$ cat src/hdl/tfr_pkg.sv
// Constants, command codes and field layouts for the temperature fault response block
//
// Functional notes
// - Internal overtemperature sets none-of-above, MFR word bit, MFR overtemp bit, ALERT.
// - Internal response field bits 7:6; codes 00 and 01 are refused with CML.
// - Internal code 10 disables output at once, then follows retry field.
// - Internal code 11 holds output off while fault lasts, then re-enables.
// - Internal retry 000: no restart, output off until fault cleared.
// - Internal retry codes 001 to 111 are refused with CML.
// - Internal delay bits 2:0 are ignored whatever is written.
// - Latched status clears only by clear-faults, off-then-on cycle, or power-on reset.
// - External overtemperature sets TEMPERATURE bit, temp overtemp bit, ALERT.
// - External undertemperature sets TEMPERATURE bit, temp undertemp bit, ALERT.
// - External faults may take up to 80 ms to be acted on.
// - External overtemp response byte at code 50h, default B8h.
// - External undertemp response byte at code 54h, default B8h.
// - External codes: 00 continue, 10 shut down and retry, 01/11 refused.
// - External retry 111 restarts repeatedly at the programmed interval.
`default_nettype none
package tfr_pkg;

    // ************************************************************
    // Command codes
    // ************************************************************
    localparam logic [7:0] CMD_CLEAR_FAULTS   = 8'h03;
    localparam logic [7:0] CMD_EXT_OT_RESP    = 8'h50;
    localparam logic [7:0] CMD_EXT_UT_RESP    = 8'h54;
    localparam logic [7:0] CMD_STATUS_BYTE    = 8'h78;
    localparam logic [7:0] CMD_STATUS_WORD    = 8'h79;
    localparam logic [7:0] CMD_STATUS_TEMP    = 8'h7D;
    localparam logic [7:0] CMD_STATUS_CML     = 8'h7E;
    localparam logic [7:0] CMD_STATUS_MFR     = 8'h80;
    localparam logic [7:0] CMD_INT_OT_RESP    = 8'hD4;

    // ************************************************************
    // Reset values
    // ************************************************************
    localparam logic [7:0] EXT_RESP_RESET     = 8'hB8;
    localparam logic [7:0] INT_RESP_RESET     = 8'hC0;

    // ************************************************************
    // Response byte fields
    // ************************************************************
    localparam int RESP_HI  = 7;
    localparam int RESP_LO  = 6;
    localparam int RETRY_HI = 5;
    localparam int RETRY_LO = 3;
    localparam logic [1:0] RESP_CONTINUE = 2'h0;
    localparam logic [1:0] RESP_SHUTDOWN = 2'h2;
    localparam logic [1:0] RESP_WHILE    = 2'h3;
    localparam logic [2:0] RETRY_NONE    = 3'h0;
    localparam logic [2:0] RETRY_ALWAYS  = 3'h7;

    // ************************************************************
    // Status bit positions
    // ************************************************************
    localparam int SB_NONE_OF_ABOVE = 0;
    localparam int SB_CML           = 1;
    localparam int SB_TEMPERATURE   = 2;
    localparam int SW_MFR           = 12;
    localparam int ST_OT            = 7;
    localparam int ST_UT            = 6;
    localparam int SC_BAD_CMD       = 7;
    localparam int SC_BAD_DATA      = 6;
    localparam int SM_OT            = 6;

    // ************************************************************
    // Timing
    // ************************************************************
    localparam int CLK_FREQ_HZ         = 20_000_000;
    localparam int RESTART_UNIT_MS     = 1;
    localparam int CYC_PER_RESTART_UNIT = (CLK_FREQ_HZ / 1000) * RESTART_UNIT_MS;
    localparam int EXT_RESPONSE_MAX_MS = 80;

    typedef enum logic [1:0] {
        TFR_EXT_RUN,
        TFR_EXT_LATCHED,
        TFR_EXT_WAIT
    } tfr_ext_state_t;

endpackage : tfr_pkg
`default_nettype wire

$ cat src/hdl/tfr_top.sv
// Temperature fault response: response registers, latched status, output gating
`timescale 1ns/10ps
`default_nettype none
module tfr_top
    import tfr_pkg::*;
#(
    parameter int UNIT_CYCLES = CYC_PER_RESTART_UNIT,
    parameter int INTERVAL_W  = 16
) (
    input  wire logic                  ref_clk_in,
    input  wire logic                  resetn_in,
    input  wire logic                  cmd_wr_in,
    input  wire logic                  cmd_rd_in,
    input  wire logic [7:0]            cmd_code_in,
    input  wire logic [7:0]            cmd_data_in,
    output logic      [15:0]           rd_data_out,
    output logic                       rd_valid_out,
    input  wire logic                  int_ot_fault_in,
    input  wire logic                  ext_ot_fault_in,
    input  wire logic                  ext_ut_fault_in,
    input  wire logic                  run_pin_in,
    input  wire logic                  operation_on_in,
    input  wire logic [INTERVAL_W-1:0] restart_interval_setting_in,
    output logic                       output_enable_out,
    output logic                       alert_o_out,
    output logic                       alert_oe_out
);

    // ************************************************************
    // Reset release and pin synchronisers
    // ************************************************************
    logic       rst_meta_q;
    logic       rst_n_q;
    logic [3:0] pin_meta_q;
    logic [3:0] pin_sync_q;

    // Reset asserts at once, releases after two edges
    always_ff @(posedge ref_clk_in or negedge resetn_in) begin
        if (!resetn_in) begin
            rst_meta_q <= 1'b0;
            rst_n_q    <= 1'b0;
        end else begin
            rst_meta_q <= 1'b1;
            rst_n_q    <= rst_meta_q;
        end
    end

    // Sensor comparators and run pin come from outside this domain
    always_ff @(posedge ref_clk_in or negedge rst_n_q) begin
        if (!rst_n_q) begin
            pin_meta_q <= 4'h0;
            pin_sync_q <= 4'h0;
        end else begin
            pin_meta_q <= {run_pin_in, ext_ut_fault_in, ext_ot_fault_in, int_ot_fault_in};
            pin_sync_q <= pin_meta_q;
        end
    end

    logic int_ot;
    logic ext_ot;
    logic ext_ut;
    logic run_s;
    assign int_ot = pin_sync_q[0];
    assign ext_ot = pin_sync_q[1];
    assign ext_ut = pin_sync_q[2];
    assign run_s  = pin_sync_q[3];

    // ************************************************************
    // State
    // ************************************************************
    logic [7:0]             ot_resp_q,  ot_resp_d;
    logic [7:0]             ut_resp_q,  ut_resp_d;
    logic [7:0]             int_resp_q, int_resp_d;
    logic [7:0]             st_temp_q,  st_temp_d;
    logic [7:0]             st_cml_q,   st_cml_d;
    logic [7:0]             st_mfr_q,   st_mfr_d;
    logic                   int_off_q,  int_off_d;
    tfr_ext_state_t         ext_q,      ext_d;
    logic [31:0]            unit_q,     unit_d;
    logic [INTERVAL_W-1:0]  ivl_q,      ivl_d;
    logic                   on_q,       on_d;
    logic                   oe_q,       oe_d;
    logic                   alert_q,    alert_d;
    logic [15:0]            rd_q,       rd_d;
    logic                   rv_q,       rv_d;

    logic       cmd_on;
    logic       clr;
    logic       wr_ok;
    logic       ext_trip;
    logic       ext_retry;
    logic [7:0] sbyte;
    logic [15:0] sword;

    // ************************************************************
    // Next-state logic
    // ************************************************************
    always_comb begin
        ot_resp_d  = ot_resp_q;
        ut_resp_d  = ut_resp_q;
        int_resp_d = int_resp_q;
        st_temp_d  = st_temp_q;
        st_cml_d   = st_cml_q;
        st_mfr_d   = st_mfr_q;
        int_off_d  = int_off_q;
        ext_d      = ext_q;
        unit_d     = unit_q;
        ivl_d      = ivl_q;
        rd_d       = rd_q;
        rv_d       = 1'b0;
        wr_ok      = 1'b1;

        cmd_on = run_s & operation_on_in;
        on_d   = cmd_on;
        // Clear by command or by a commanded off edge
        clr = (cmd_wr_in && cmd_code_in == CMD_CLEAR_FAULTS) || (on_q && !cmd_on);

        // Clears first, so that a fault seen in the same cycle wins
        if (clr) begin
            st_temp_d = 8'h00;
            st_cml_d  = 8'h00;
            st_mfr_d  = 8'h00;
            int_off_d = 1'b0;
        end

        // Command writes; refused values leave the register untouched
        if (cmd_wr_in) begin
            case (cmd_code_in)
                CMD_CLEAR_FAULTS: begin
                end
                CMD_EXT_OT_RESP, CMD_EXT_UT_RESP: begin
                    wr_ok = cmd_data_in[RESP_LO] == 1'b0;
                    if (wr_ok && cmd_code_in == CMD_EXT_OT_RESP) begin
                        ot_resp_d = cmd_data_in;
                    end else if (wr_ok) begin
                        ut_resp_d = cmd_data_in;
                    end
                end
                CMD_INT_OT_RESP: begin
                    // Delay bits are stored but never used
                    wr_ok = cmd_data_in[RESP_HI] && cmd_data_in[RETRY_HI:RETRY_LO] == RETRY_NONE;
                    if (wr_ok) begin
                        int_resp_d = cmd_data_in;
                    end
                end
                default: begin
                    st_cml_d[SC_BAD_CMD] = 1'b1;
                end
            endcase
            if (!wr_ok) begin
                st_cml_d[SC_BAD_DATA] = 1'b1;
            end
        end

        // Fault latching is level based: set while present
        if (int_ot) begin
            st_mfr_d[SM_OT] = 1'b1;
        end
        if (ext_ot) begin
            st_temp_d[ST_OT] = 1'b1;
        end
        if (ext_ut) begin
            st_temp_d[ST_UT] = 1'b1;
        end
        if (int_ot && int_resp_q[RESP_HI:RESP_LO] == RESP_SHUTDOWN) begin
            int_off_d = 1'b1;
        end

        // External shutdown with optional endless retry
        ext_trip = (ext_ot && ot_resp_q[RESP_HI:RESP_LO] == RESP_SHUTDOWN) ||
                   (ext_ut && ut_resp_q[RESP_HI:RESP_LO] == RESP_SHUTDOWN);
        ext_retry = (ext_ot && ot_resp_q[RETRY_HI:RETRY_LO] == RETRY_ALWAYS) ||
                    (ext_ut && ut_resp_q[RETRY_HI:RETRY_LO] == RETRY_ALWAYS);
        case (ext_q)
            TFR_EXT_RUN: begin
                // Acted on within a cycle of the synchronised flag, well inside 80 ms
                if (ext_trip) begin
                    unit_d = 32'h0;
                    ivl_d  = '0;
                    ext_d  = ext_retry ? TFR_EXT_WAIT : TFR_EXT_LATCHED;
                end
            end
            TFR_EXT_LATCHED: begin
                if (clr) begin
                    ext_d = TFR_EXT_RUN;
                end
            end
            TFR_EXT_WAIT: begin
                // A commanded off ends retrying
                if (clr) begin
                    ext_d = TFR_EXT_RUN;
                end else if (unit_q == 32'(UNIT_CYCLES - 1)) begin
                    unit_d = 32'h0;
                    if (ivl_q >= restart_interval_setting_in) begin
                        ext_d = TFR_EXT_RUN;
                    end else begin
                        ivl_d = ivl_q + 1'b1;
                    end
                end else begin
                    unit_d = unit_q + 32'h1;
                end
            end
            default: begin
                ext_d = TFR_EXT_RUN;
            end
        endcase

        // Register reads
        if (cmd_rd_in) begin
            rv_d = 1'b1;
            case (cmd_code_in)
                CMD_EXT_OT_RESP: rd_d = {8'h00, ot_resp_q};
                CMD_EXT_UT_RESP: rd_d = {8'h00, ut_resp_q};
                CMD_INT_OT_RESP: rd_d = {8'h00, int_resp_q};
                CMD_STATUS_BYTE: rd_d = {8'h00, sbyte};
                CMD_STATUS_WORD: rd_d = sword;
                CMD_STATUS_TEMP: rd_d = {8'h00, st_temp_q};
                CMD_STATUS_CML:  rd_d = {8'h00, st_cml_q};
                CMD_STATUS_MFR:  rd_d = {8'h00, st_mfr_q};
                default: begin
                    rd_d = 16'h0000;
                    st_cml_d[SC_BAD_CMD] = 1'b1;
                end
            endcase
        end

        // Output gating
        oe_d = cmd_on && !int_off_d && (ext_d == TFR_EXT_RUN) &&
               !(int_ot && int_resp_q[RESP_HI:RESP_LO] == RESP_WHILE);
        alert_d = (st_temp_d != 8'h00) || (st_cml_d != 8'h00) || (st_mfr_d != 8'h00);
    end

    // Summary bits follow the latched detail registers
    assign sbyte = {5'h00, st_temp_q != 8'h00, st_cml_q != 8'h00, st_mfr_q != 8'h00};
    assign sword = {3'h0, st_mfr_q != 8'h00, 4'h0, sbyte};

    // ************************************************************
    // Registers
    // ************************************************************
    always_ff @(posedge ref_clk_in or negedge rst_n_q) begin
        if (!rst_n_q) begin
            ot_resp_q  <= EXT_RESP_RESET;
            ut_resp_q  <= EXT_RESP_RESET;
            int_resp_q <= INT_RESP_RESET;
            st_temp_q  <= 8'h00;
            st_cml_q   <= 8'h00;
            st_mfr_q   <= 8'h00;
            int_off_q  <= 1'b0;
            ext_q      <= TFR_EXT_RUN;
            unit_q     <= 32'h0;
            ivl_q      <= '0;
            on_q       <= 1'b0;
            oe_q       <= 1'b0;
            alert_q    <= 1'b0;
            rd_q       <= 16'h0000;
            rv_q       <= 1'b0;
        end else begin
            ot_resp_q  <= ot_resp_d;
            ut_resp_q  <= ut_resp_d;
            int_resp_q <= int_resp_d;
            st_temp_q  <= st_temp_d;
            st_cml_q   <= st_cml_d;
            st_mfr_q   <= st_mfr_d;
            int_off_q  <= int_off_d;
            ext_q      <= ext_d;
            unit_q     <= unit_d;
            ivl_q      <= ivl_d;
            on_q       <= on_d;
            oe_q       <= oe_d;
            alert_q    <= alert_d;
            rd_q       <= rd_d;
            rv_q       <= rv_d;
        end
    end

    assign output_enable_out = oe_q;
    assign alert_o_out       = 1'b0;      // Open drain: only ever pulls low
    assign alert_oe_out      = alert_q;
    assign rd_data_out       = rd_q;
    assign rd_valid_out      = rv_q;

endmodule : tfr_top
`default_nettype wire

$ cat config.mk
export PLATFORM = sky130hd
export DESIGN_NAME = tfr_top
export DESIGN_NICKNAME = d
export VERILOG_FILES = /design/src/hdl/tfr_pkg.sv /design/src/hdl/tfr_top.sv
export SDC_FILE = /design/constraint.sdc
export NUM_CORES = 1
export LEC_CHECK = 0
export BUFFER_PORTS_ARGS = -buffer_cell sky130_fd_sc_hd__buf_2
export CAP_MARGIN = 20
export CORE_AREA = 3 3 146 148
export CTS_BUF_LIST = sky130_fd_sc_hd__clkbuf_4
export DETAILED_ROUTE_END_ITERATION = 8
export DIE_AREA = 0 0 149 151
export HOLD_SLACK_MARGIN = 0.02
export PLACE_DENSITY = 0.55
export SETUP_SLACK_MARGIN = 0.15
export SLEW_MARGIN = 25
export SYNTH_ARGS = -nofsm -noshare
export SYNTH_HDL_FRONTEND = slang
export SYNTH_SLANG_ARGS = --single-unit
$ cat constraint.sdc
create_clock -name ref_clk_in -period 4.6 [get_ports ref_clk_in]
set_input_delay 0.46 -clock ref_clk_in [delete_from_list [all_inputs] [get_ports ref_clk_in]]
set_output_delay 0.46 -clock ref_clk_in [all_outputs]
set_load 0.01 [all_outputs]
## After elaboration in Yosys (flattened, before gate mapping)

Cells that the tools add are included.
W data, S select, Z words.

| operators by class | value |
|---|---|
| reduce and logical (&&, ||, !) cells | 39 |
| multiplexer cells | 33 |
| bitwise logic cells | 3 |
| add/subtract/negate cells | 2 |
| $lt $le $gt $ge | 1 |
| equal/unequal tests | 21 |

Operators by type and width:

| cell | count |
|---|---|
| $pmux W13 S8 | 1 |
| $mux W32 | 3 |
| $mux W16 | 4 |
| $pmux W32 S2 | 1 |
| $eq A8 B7 Y1 const B | 6 |
| $reduce_bool A8 Y1 | 6 |
| $add A32 B1 Y32 const B | 1 |
| $eq A32 B15 Y1 const B | 1 |
| $pmux W16 S2 | 1 |
| $mux W8 | 3 |
| $add A16 B1 Y16 const B | 1 |
| $eq A8 B8 Y1 const B | 2 |
| $ge A16 B16 Y1 | 1 |
| $mux W2 | 7 |
| $logic_and A1 B1 Y1 | 13 |
| $mux W1 | 11 |
| $reduce_and A3 Y1 | 3 |
| $eq A2 B2 Y1 const B | 4 |
| $eq A8 B2 Y1 const B | 1 |
| $ne A2 B2 Y1 const B | 4 |
| $reduce_or A8 Y1 | 1 |
| $eq A3 B3 Y1 const B | 2 |
| $pmux W2 S3 | 1 |
| $logic_or A1 B1 Y1 | 5 |
| other kinds (12) | 16 |

| word-level totals | value |
|---|---|
| register bits | 128 |
| output and inout bits | 20 |
| input bits | 41 |

## Logic depth before layout (Yosys ltp)

Gate-level depths: netlist of the first run.

| logic depth | value |
|---|---|
| depth in word-level cells | 12 |
| depth in mapped cells | 10 |
| mapped depth without buffers | 8 |

## Worst setup path after synthesis of the first run

No wires, ideal clock.

| timing path | value |
|---|---|
| kind | input -> register |
| start point | input port restart_interval_setting_in[10] |
| end point | register ivl_q[10] |
| data arrival time | 2.379 ns |
| setup slack | 2.143 ns |
| stages on the path | 10 |
| path buffers | 2 |
| setup time | 0.077 ns |
| data required time | 4.523 ns |
| cell sequence | inv_1 ha_1 and4_1 nand2_1 or4b_2 o211ai_1 buf_6 clkbuf_8 o31ai_1 a21oi_1 |

| between the ends | value |
|---|---|
| cells in the longest elaborated chain, start to end | 3 |

Ends and longest elaborated chain:

| element | RTL line | source |
|---|---|---|
| start, declared | tfr_top.sv:23 | `input wire logic [INTERVAL_W-1:0] restart_interval_setting_in,` |
| $ge A16 B16 Y1 | tfr_top.sv:194 | `if (ivl_q >= restart_interval_setting_in) begin` |
| $ne A2 B2 Y1 (no line) | n/a |  |
| $reduce_and A5 Y1 (no line) | n/a |  |
| end signal, assigned | tfr_top.sv:267 | `ivl_q <= ivl_d;` |
| end, declared | tfr_top.sv:80 | `logic [INTERVAL_W-1:0] ivl_q, ivl_d;` |

Every way passes these cells.
A chain may end at the register's enable or synchronous reset.

## Worst setup path in the final report of the first run

| timing path | value |
|---|---|
| start point | register unit_q[26] |
| end point | register ivl_q[2] |

| between the ends | value |
|---|---|
| cells in the longest elaborated chain, start to end | 3 |

Ends and longest elaborated chain:

| element | RTL line | source |
|---|---|---|
| start, declared | tfr_top.sv:79 | `logic [31:0] unit_q, unit_d;` |
| start signal, assigned | tfr_top.sv:266 | `unit_q <= unit_d;` |
| $eq A32 B15 Y1 | tfr_top.sv:192 | `end else if (unit_q == 32'(UNIT_CYCLES - 1)) begin` |
| $ne A2 B2 Y1 (no line) | n/a |  |
| $reduce_and A5 Y1 (no line) | n/a |  |

Every way passes these cells.

==> flow_summary.json, run 1 <==
{
  "yosys_warnings": 0,
  "worst_r2r_endpoint": "ivl_q[2]",
  "placeable_core_region_um2": 20200,
  "total_grt_usage_pct": 14.4,
  "fin_crit_ps": 2610,
  "drt-wirelength-per-cell_um": 16.5,
  "crit_path_max_incr_delay_ps": 540,
  "floorplan.die.width_um": 149,
  "max_slew_margin_pct": 48.9,
  "synth-edff-count": 0,
  "final_min_period_over_clock_period_pct": 56.7,
  "placement.setup.worst_slack_ps": 1600,
  "finish.net_count": 728,
  "criticalPathCategory": "reg2reg",
  "grt_pass1_wl_mm": 25.7,
  "hold_end": "ut_resp_q[2]",
  "finalClockSkew_ps": 19.6,
  "drt_pass1_iterations": 5,
  "first_global_vias": 4695,
  "route.antenna.remaining_nets": 0,
  "min-delay-start": "cmd_data_in[2]",
  "diodes": 0,
  "cts_made_buffers": 17,
  "ctsRootBufferMaster": "sky130_fd_sc_hd__clkbuf_4",
  "hold_path_class": "in2reg",
  "drv_cap": 0,
  "placementRows": 52,
  "timing.critical_path.slowest_stage_cell": "sky130_fd_sc_hd__and2_2",
  "detail_route.iter0.violations": 368,
  "outcome": "finished clean",
  "cp.buffers_inverters": 1,
  "reg2reg_depth": 7,
  "setup_total_negative_slack_ps": 0,
  "fmaxAchievable_ghz": 0.384,
  "route.detailed.vias_per_inst": 5.06,
  "crit_path_cell_trace": "nor4_1 > nand4_1 > o41ai_4 > buf_4 > and2_2 > a31o_2 > nand2_1",
  "globalplace.congestion": 0.838,
  "power.density_cell_area_nw_per_um2": 292,
  "fp.dieH_um": 151,
  "timing.final.max_slew_violations": 0,
  "timing.critical_path.from_type": "flop",
  "leakage_power_total_nw": 3.22,
  "floorplan.io_pins": 61,
  "worstPathRequired_ps": 5060,
  "synth_top_flop_cell": "sky130_fd_sc_hd__dfrtp_1",
  "cts_max_path_buffers": 2,
  "tritoncts_clock_tree": "yes",
  "sequential_cell_area_fraction_in_the_yosys_report_pct": 48.8,
  "fin_worst_hold_slack_ps": 178,
  "timing.critical_path.from": "unit_q[26]",
  "critical_path.max_fanout": 27,
  "routed_wl_mm": 15.7,
  "largest_net_degree_at_the_start_of_global_routing": 41,
  "synth_area_leader": "sky130_fd_sc_hd__dfrtp_1",
  "initial_utilization_pct": 30.9,
  "unrepaired_setup_endpoints_after_global_routing": "no",
  "worst_path_dominant_cell_family": "simple AND/OR/NAND/NOR gates",
  "synthesis.instances": 606,
  "antenna_found_initial": 0,
  "ctsResizeCount": 0,
  "synth_area_leaders": "sky130_fd_sc_hd__dfrtp_1 45%, sky130_fd_sc_hd__dfstp_2 4.2%, sky130_fd_sc_hd__ha_1 3.6%",
  "hpwlAfterDp_mm": 11.3,
  "syn-mean-instance-area_um2": 10.3,
  "fp.dieArea_um2": 22500,
  "most_common_cell_after_layout_fill_and_taps_aside": "sky130_fd_sc_hd__dfrtp_1",
  "max-vdd-ir-drop_v": 0.000274,
  "cp_data_arrival_time_ps": 3060,
  "cts_htree_levels": 4,
  "highest_count_cells_in_the_layout_ignoring_fill_and_taps": "110 x sky130_fd_sc_hd__dfrtp_1, 52 x sky130_fd_sc_hd__buf_2, 49 x sky130_fd_sc_hd__nor2_1, 48 x sky130_fd_sc_hd__nand2_1",
  "regToRegSetupSlack_ps": 1990,
  "syn_to_layout_area_delta_pct": 13.6,
  "drcViolationCount": 0,
  "critical_path.reg2reg.startpoint": "unit_q[26]",
  "vias": 4819,
  "clk_pin_slew_ps": 120,
  "timing_worst_slew_pin_value_ps": 761,
  "setup-violations-final": 0,
  "globalRoute.totalOverflow": 0,
  "clock_sinks": 121,
  "hold_viol_final": 0,
  "netlist-cell-type-count": 76,
  "clock_latency_ps": 550,
  "min_path_cells": 2,
  "timing.final.ws_setup_ps": 1990,
  "portBuffers": 52,
  "final_layout_size_suffix_gt1_share_pct": 22.1,
  "fraction_of_post_synthesis_cell_area_in_the_top_cell_type_by_area_pct": 44.5,
  "end_kind": "flop",
  "postSynthRegisterBits": 121,
  "ys_async_sr_fraction_pct": 100,
  "synth.cell_area_um2": 6240
}
power breakdown:
part           switching [mW]  internal [mW]
Combinational           0.131         0.0881
Clock                   0.424          0.272
Sequential             0.0467           1.11
Total                   0.602           1.47
layer usage:
metal	GRT usage, %	wire [um]	share of wire (%)	vias up
met2	22.5	7320	47	115
li1	-	-	-	2335
met1	20.2	7560	48	2358
met4	3.80	189	1.2	0
met5	0	0	0	-
met3	3.53	662	4.2	11
cell families after synthesis:
group | after synthesis | synth area share (%)
AOI/OAI and AO/OA | 118 | 13.8
muxes | 19 | 3.41
DFF | 121 | 48.8
adders and majority gates | 18 | 3.61
buffers and inverters | 54 | 4.43
other | 2 | 0.120
and+or+nand+nor | 250 | 22.5
xor gates and xnor gates | 24 | 3.37
repair_timing:
action,CTS,global route
setup buffers,0,0
endpoints found under the hold margin,6,0
hold buffers,5,0
worst reg2reg max path, delay by kind of cell, from the launching register on:
kind	cells	cell delay, ps
AND/OR/NAND/NOR	4	1220
AO/OA/AOI/OAI	2	610
buffers and inverters	1	270
flip-flops	1	430
final cells by class:
cell class / instances / area (um^2)
Clock buffer: 19 / 143
Clock inverter: 13 / 105
Fill cell: 2085 / 13100
Inverter: 24 / 90.1
Multi-Input combinational cell: 438 / 2950
Sequential cell: 121 / 3040
Tap cell: 270 / 338
Timing Repair Buffer: 67 / 410
worst max-delay path by stage:
stage,endpoint,depth (start not counted),slack [ps]
finish,ivl_q[2],7,1990
floorplan,alert_oe_out,0,1000
detailed placement,ivl_q[2],8,1600
global placement,ivl_q[2],8,1610
CTS,ivl_q[2],7,1610
global route,ivl_q[2],7,1780
through the flow:
step	std cells	total power [mW]	instance area [um^2]	util (%)
floorplan	613	1.31	6260	-
global placement	913	1.39	6740	33.4
detailed placement	915	1.39	6780	33.6
CTS	952	2.11	7080	35.1
global route	952	2.19	7080	35.1
finish	952	2.07	7080	35.1
cell usage after synthesis, drive strengths merged (6+ instances only):
cell	instances
dfrtp	111
nor2	50
nand2	49
inv	24
nand4	24
and2	23
o21ai	23
xor2	22
nand3	21
a21oi	19
ha	18
mux2	18
and3	17
buf	17
or4	15
clkbuf	13
nor4	12
o31ai	11
dfstp	10
a22oi	9
o211ai	7
a21o	6
a221oi	6
registers in the layout, summed over array words and instances (netlist names), 7 cells and up:
register,flops
unit_q,32
ot_resp_q,8
int_resp_q,8
st_temp_q,8
ivl_q,16
rd_data_out,9
st_cml_q,8
ut_resp_q,7
st_mfr_q,8
No activity file was read; power rests on OpenSTA's default activity.
==> run 2: changes to the inputs <==
- PLACE_DENSITY: 0.55 -> 0.57
- clock period: 4.6 -> 2.2 ns (I/O delays scaled with it)
==> flow_summary.json, run 2 (synthesis gave the netlist of run 1 again) <==
{
  "outcome": "finished, violations left",
  "failing_checks": "setup timing",
  "syn_to_layout_area_delta_pct": 35.9,
  "antenna_found_initial": 0,
  "timing.final.ws_setup_ps": -88.0,
  "timing.critical_path.from_type": "flop",
  "cts_made_buffers": 17,
  "fp.dieH_um": 151,
  "vias": 5266,
  "setup_total_negative_slack_ps": -1090,
  "hpwlAfterDp_mm": 11.8,
  "portBuffers": 52,
  "clk_pin_slew_ps": 120,
  "finalPower_mw": 4.62,
  "fin_worst_hold_slack_ps": 288,
  "worstPathRequired_ps": 2670,
  "globalplace.congestion": 0.810,
  "tritoncts_clock_tree": "yes",
  "route.detailed.vias_per_inst": 4.95,
  "setup-violations-final": 24,
  "initial_utilization_pct": 30.9,
  "hold_path_class": "reg2async",
  "cts_htree_levels": 4,
  "globalRoute.totalOverflow": 0,
  "floorplan.die.width_um": 149,
  "highest_count_cells_in_the_layout_ignoring_fill_and_taps": "109 x sky130_fd_sc_hd__dfrtp_1, 90 x sky130_fd_sc_hd__buf_4, 51 x sky130_fd_sc_hd__buf_2, 45 x sky130_fd_sc_hd__nand2_1, 25 x sky130_fd_sc_hd__nor2_1",
  "cts_max_path_buffers": 2,
  "first_global_vias": 5425,
  "cp_data_arrival_time_ps": 2760,
  "max_flop_register": "unit_q",
  "ctsRootBufferMaster": "sky130_fd_sc_hd__clkbuf_4",
  "critical_path.max_fanout": 9,
  "placementRows": 52,
  "met3_usage_pct": 3.53,
  "final_layout_size_suffix_gt1_share_pct": 39.0,
  "routed_wl_mm": 16.9,
  "most_common_cell_after_layout_fill_and_taps_aside": "sky130_fd_sc_hd__dfrtp_1",
  "met2_usage_pct": 24.8,
  "placement.setup.worst_slack_ps": -135,
  "criticalPathCategory": "reg2reg",
  "drcViolationCount": 0,
  "leakage_power_total_nw": 3.82,
  "drv_cap": 0,
  "drt-wirelength-per-cell_um": 15.9,
  "floorplan.io_pins": 61,
  "unrepaired_setup_endpoints_after_global_routing": "yes",
  "grt_pass1_wl_mm": 27.9,
  "route.antenna.remaining_nets": 0,
  "largest_net_degree_at_the_start_of_global_routing": 60,
  "timing.final.max_slew_violations": 0,
  "clock_sinks": 121,
  "fmaxAchievable_ghz": 0.437,
  "largest_register_ff_count": 32,
  "max-vdd-ir-drop_v": 0.000373,
  "total_grt_usage_pct": 15.4,
  "finish.net_count": 839,
  "busiest_layer_in_global_routing": "met2",
  "finalClockSkew_ps": 13.0,
  "placeable_core_region_um2": 20200,
  "grt_use_met1_pct": 21.2,
  "diodes": 0,
  "power.density_cell_area_nw_per_um2": 546,
  "drt_pass1_iterations": 4,
  "end_kind": "flop",
  "clock_latency_ps": 540,
  "detail_route.iter0.violations": 306,
  "fp.dieArea_um2": 22500,
  "final_min_period_over_clock_period_pct": 104,
  "fin_crit_ps": 2290,
  "hold_viol_final": 0
}
==> run 2: area by class of cell <==
| cell class | count | area [um^2] |
|---|---|---|
| Fill cell | 1981 | 11700 |
| Multi-Input combinational cell | 438 | 3360 |
| Sequential cell | 121 | 3050 |
| Timing Repair Buffer | 178 | 1380 |
| Tap cell | 270 | 338 |
| Clock buffer | 19 | 143 |
| Clock inverter | 13 | 124 |
| Inverter | 24 | 90.1 |
==> run 2: power by group <==
group / internal, mW / switching (mW) / leakage [nW]
sequential: 2.32 / 0.0756 / 1.58
clock: 0.592 / 0.939 / 0.129
combinational: 0.342 / 0.359 / 2.11
==> run 2: path summary, 6_finish.rpt <==
check / start / to / slack (ps) / depth (start not counted)
min: rst_n_q / st_mfr_q[5] / 290 / 0
min reg2reg: rst_n_q / st_mfr_q[5] / 290 / 0
max in group asynchronous: rst_n_q / int_resp_q[6] / 1180 / 1
max: unit_q[20] / ivl_q[10] / -90 / 6
min in group ref_clk_in: cmd_data_in[4] / int_resp_q[3] / 290 / 5
max reg2reg: unit_q[20] / ivl_q[10] / -90 / 6
==> run 2: critical path, stage by stage, from the launching register on <==
cell,delay (ps)
sky130_fd_sc_hd__dfrtp_1,410
sky130_fd_sc_hd__or4_4,560
sky130_fd_sc_hd__o41ai_4,380
sky130_fd_sc_hd__buf_6,180
sky130_fd_sc_hd__nand2_4,90
sky130_fd_sc_hd__or4_4,480
sky130_fd_sc_hd__a21oi_2,120
==> run 2: routing by layer <==
metal	vias up	part of all wire [%]
met5	-	0
met4	0	1.3
met3	14	3.6
met2	97	49
met1	2595	46
li1	2560	-
==> run 2: stage by stage <==
stage / util (%) / cell area [um^2] / instances
floorplan: - / 6280 / 613
global placement: 36.8 / 7410 / 998
detailed placement: 36.8 / 7410 / 998
CTS: 40.9 / 8250 / 1059
global route: 42.0 / 8470 / 1063
finish: 42.0 / 8470 / 1063
==> run 2: repair_timing <==
action                                  4_1_cts  5_1_grt
pin swaps                                    32       16
hold endpoints to repair                     28        0
resized for setup                            74       42
setup buffers                                 9        4
endpoints found under the setup margin       49       53
hold buffers                                 18        0
gates cloned                                  2        0
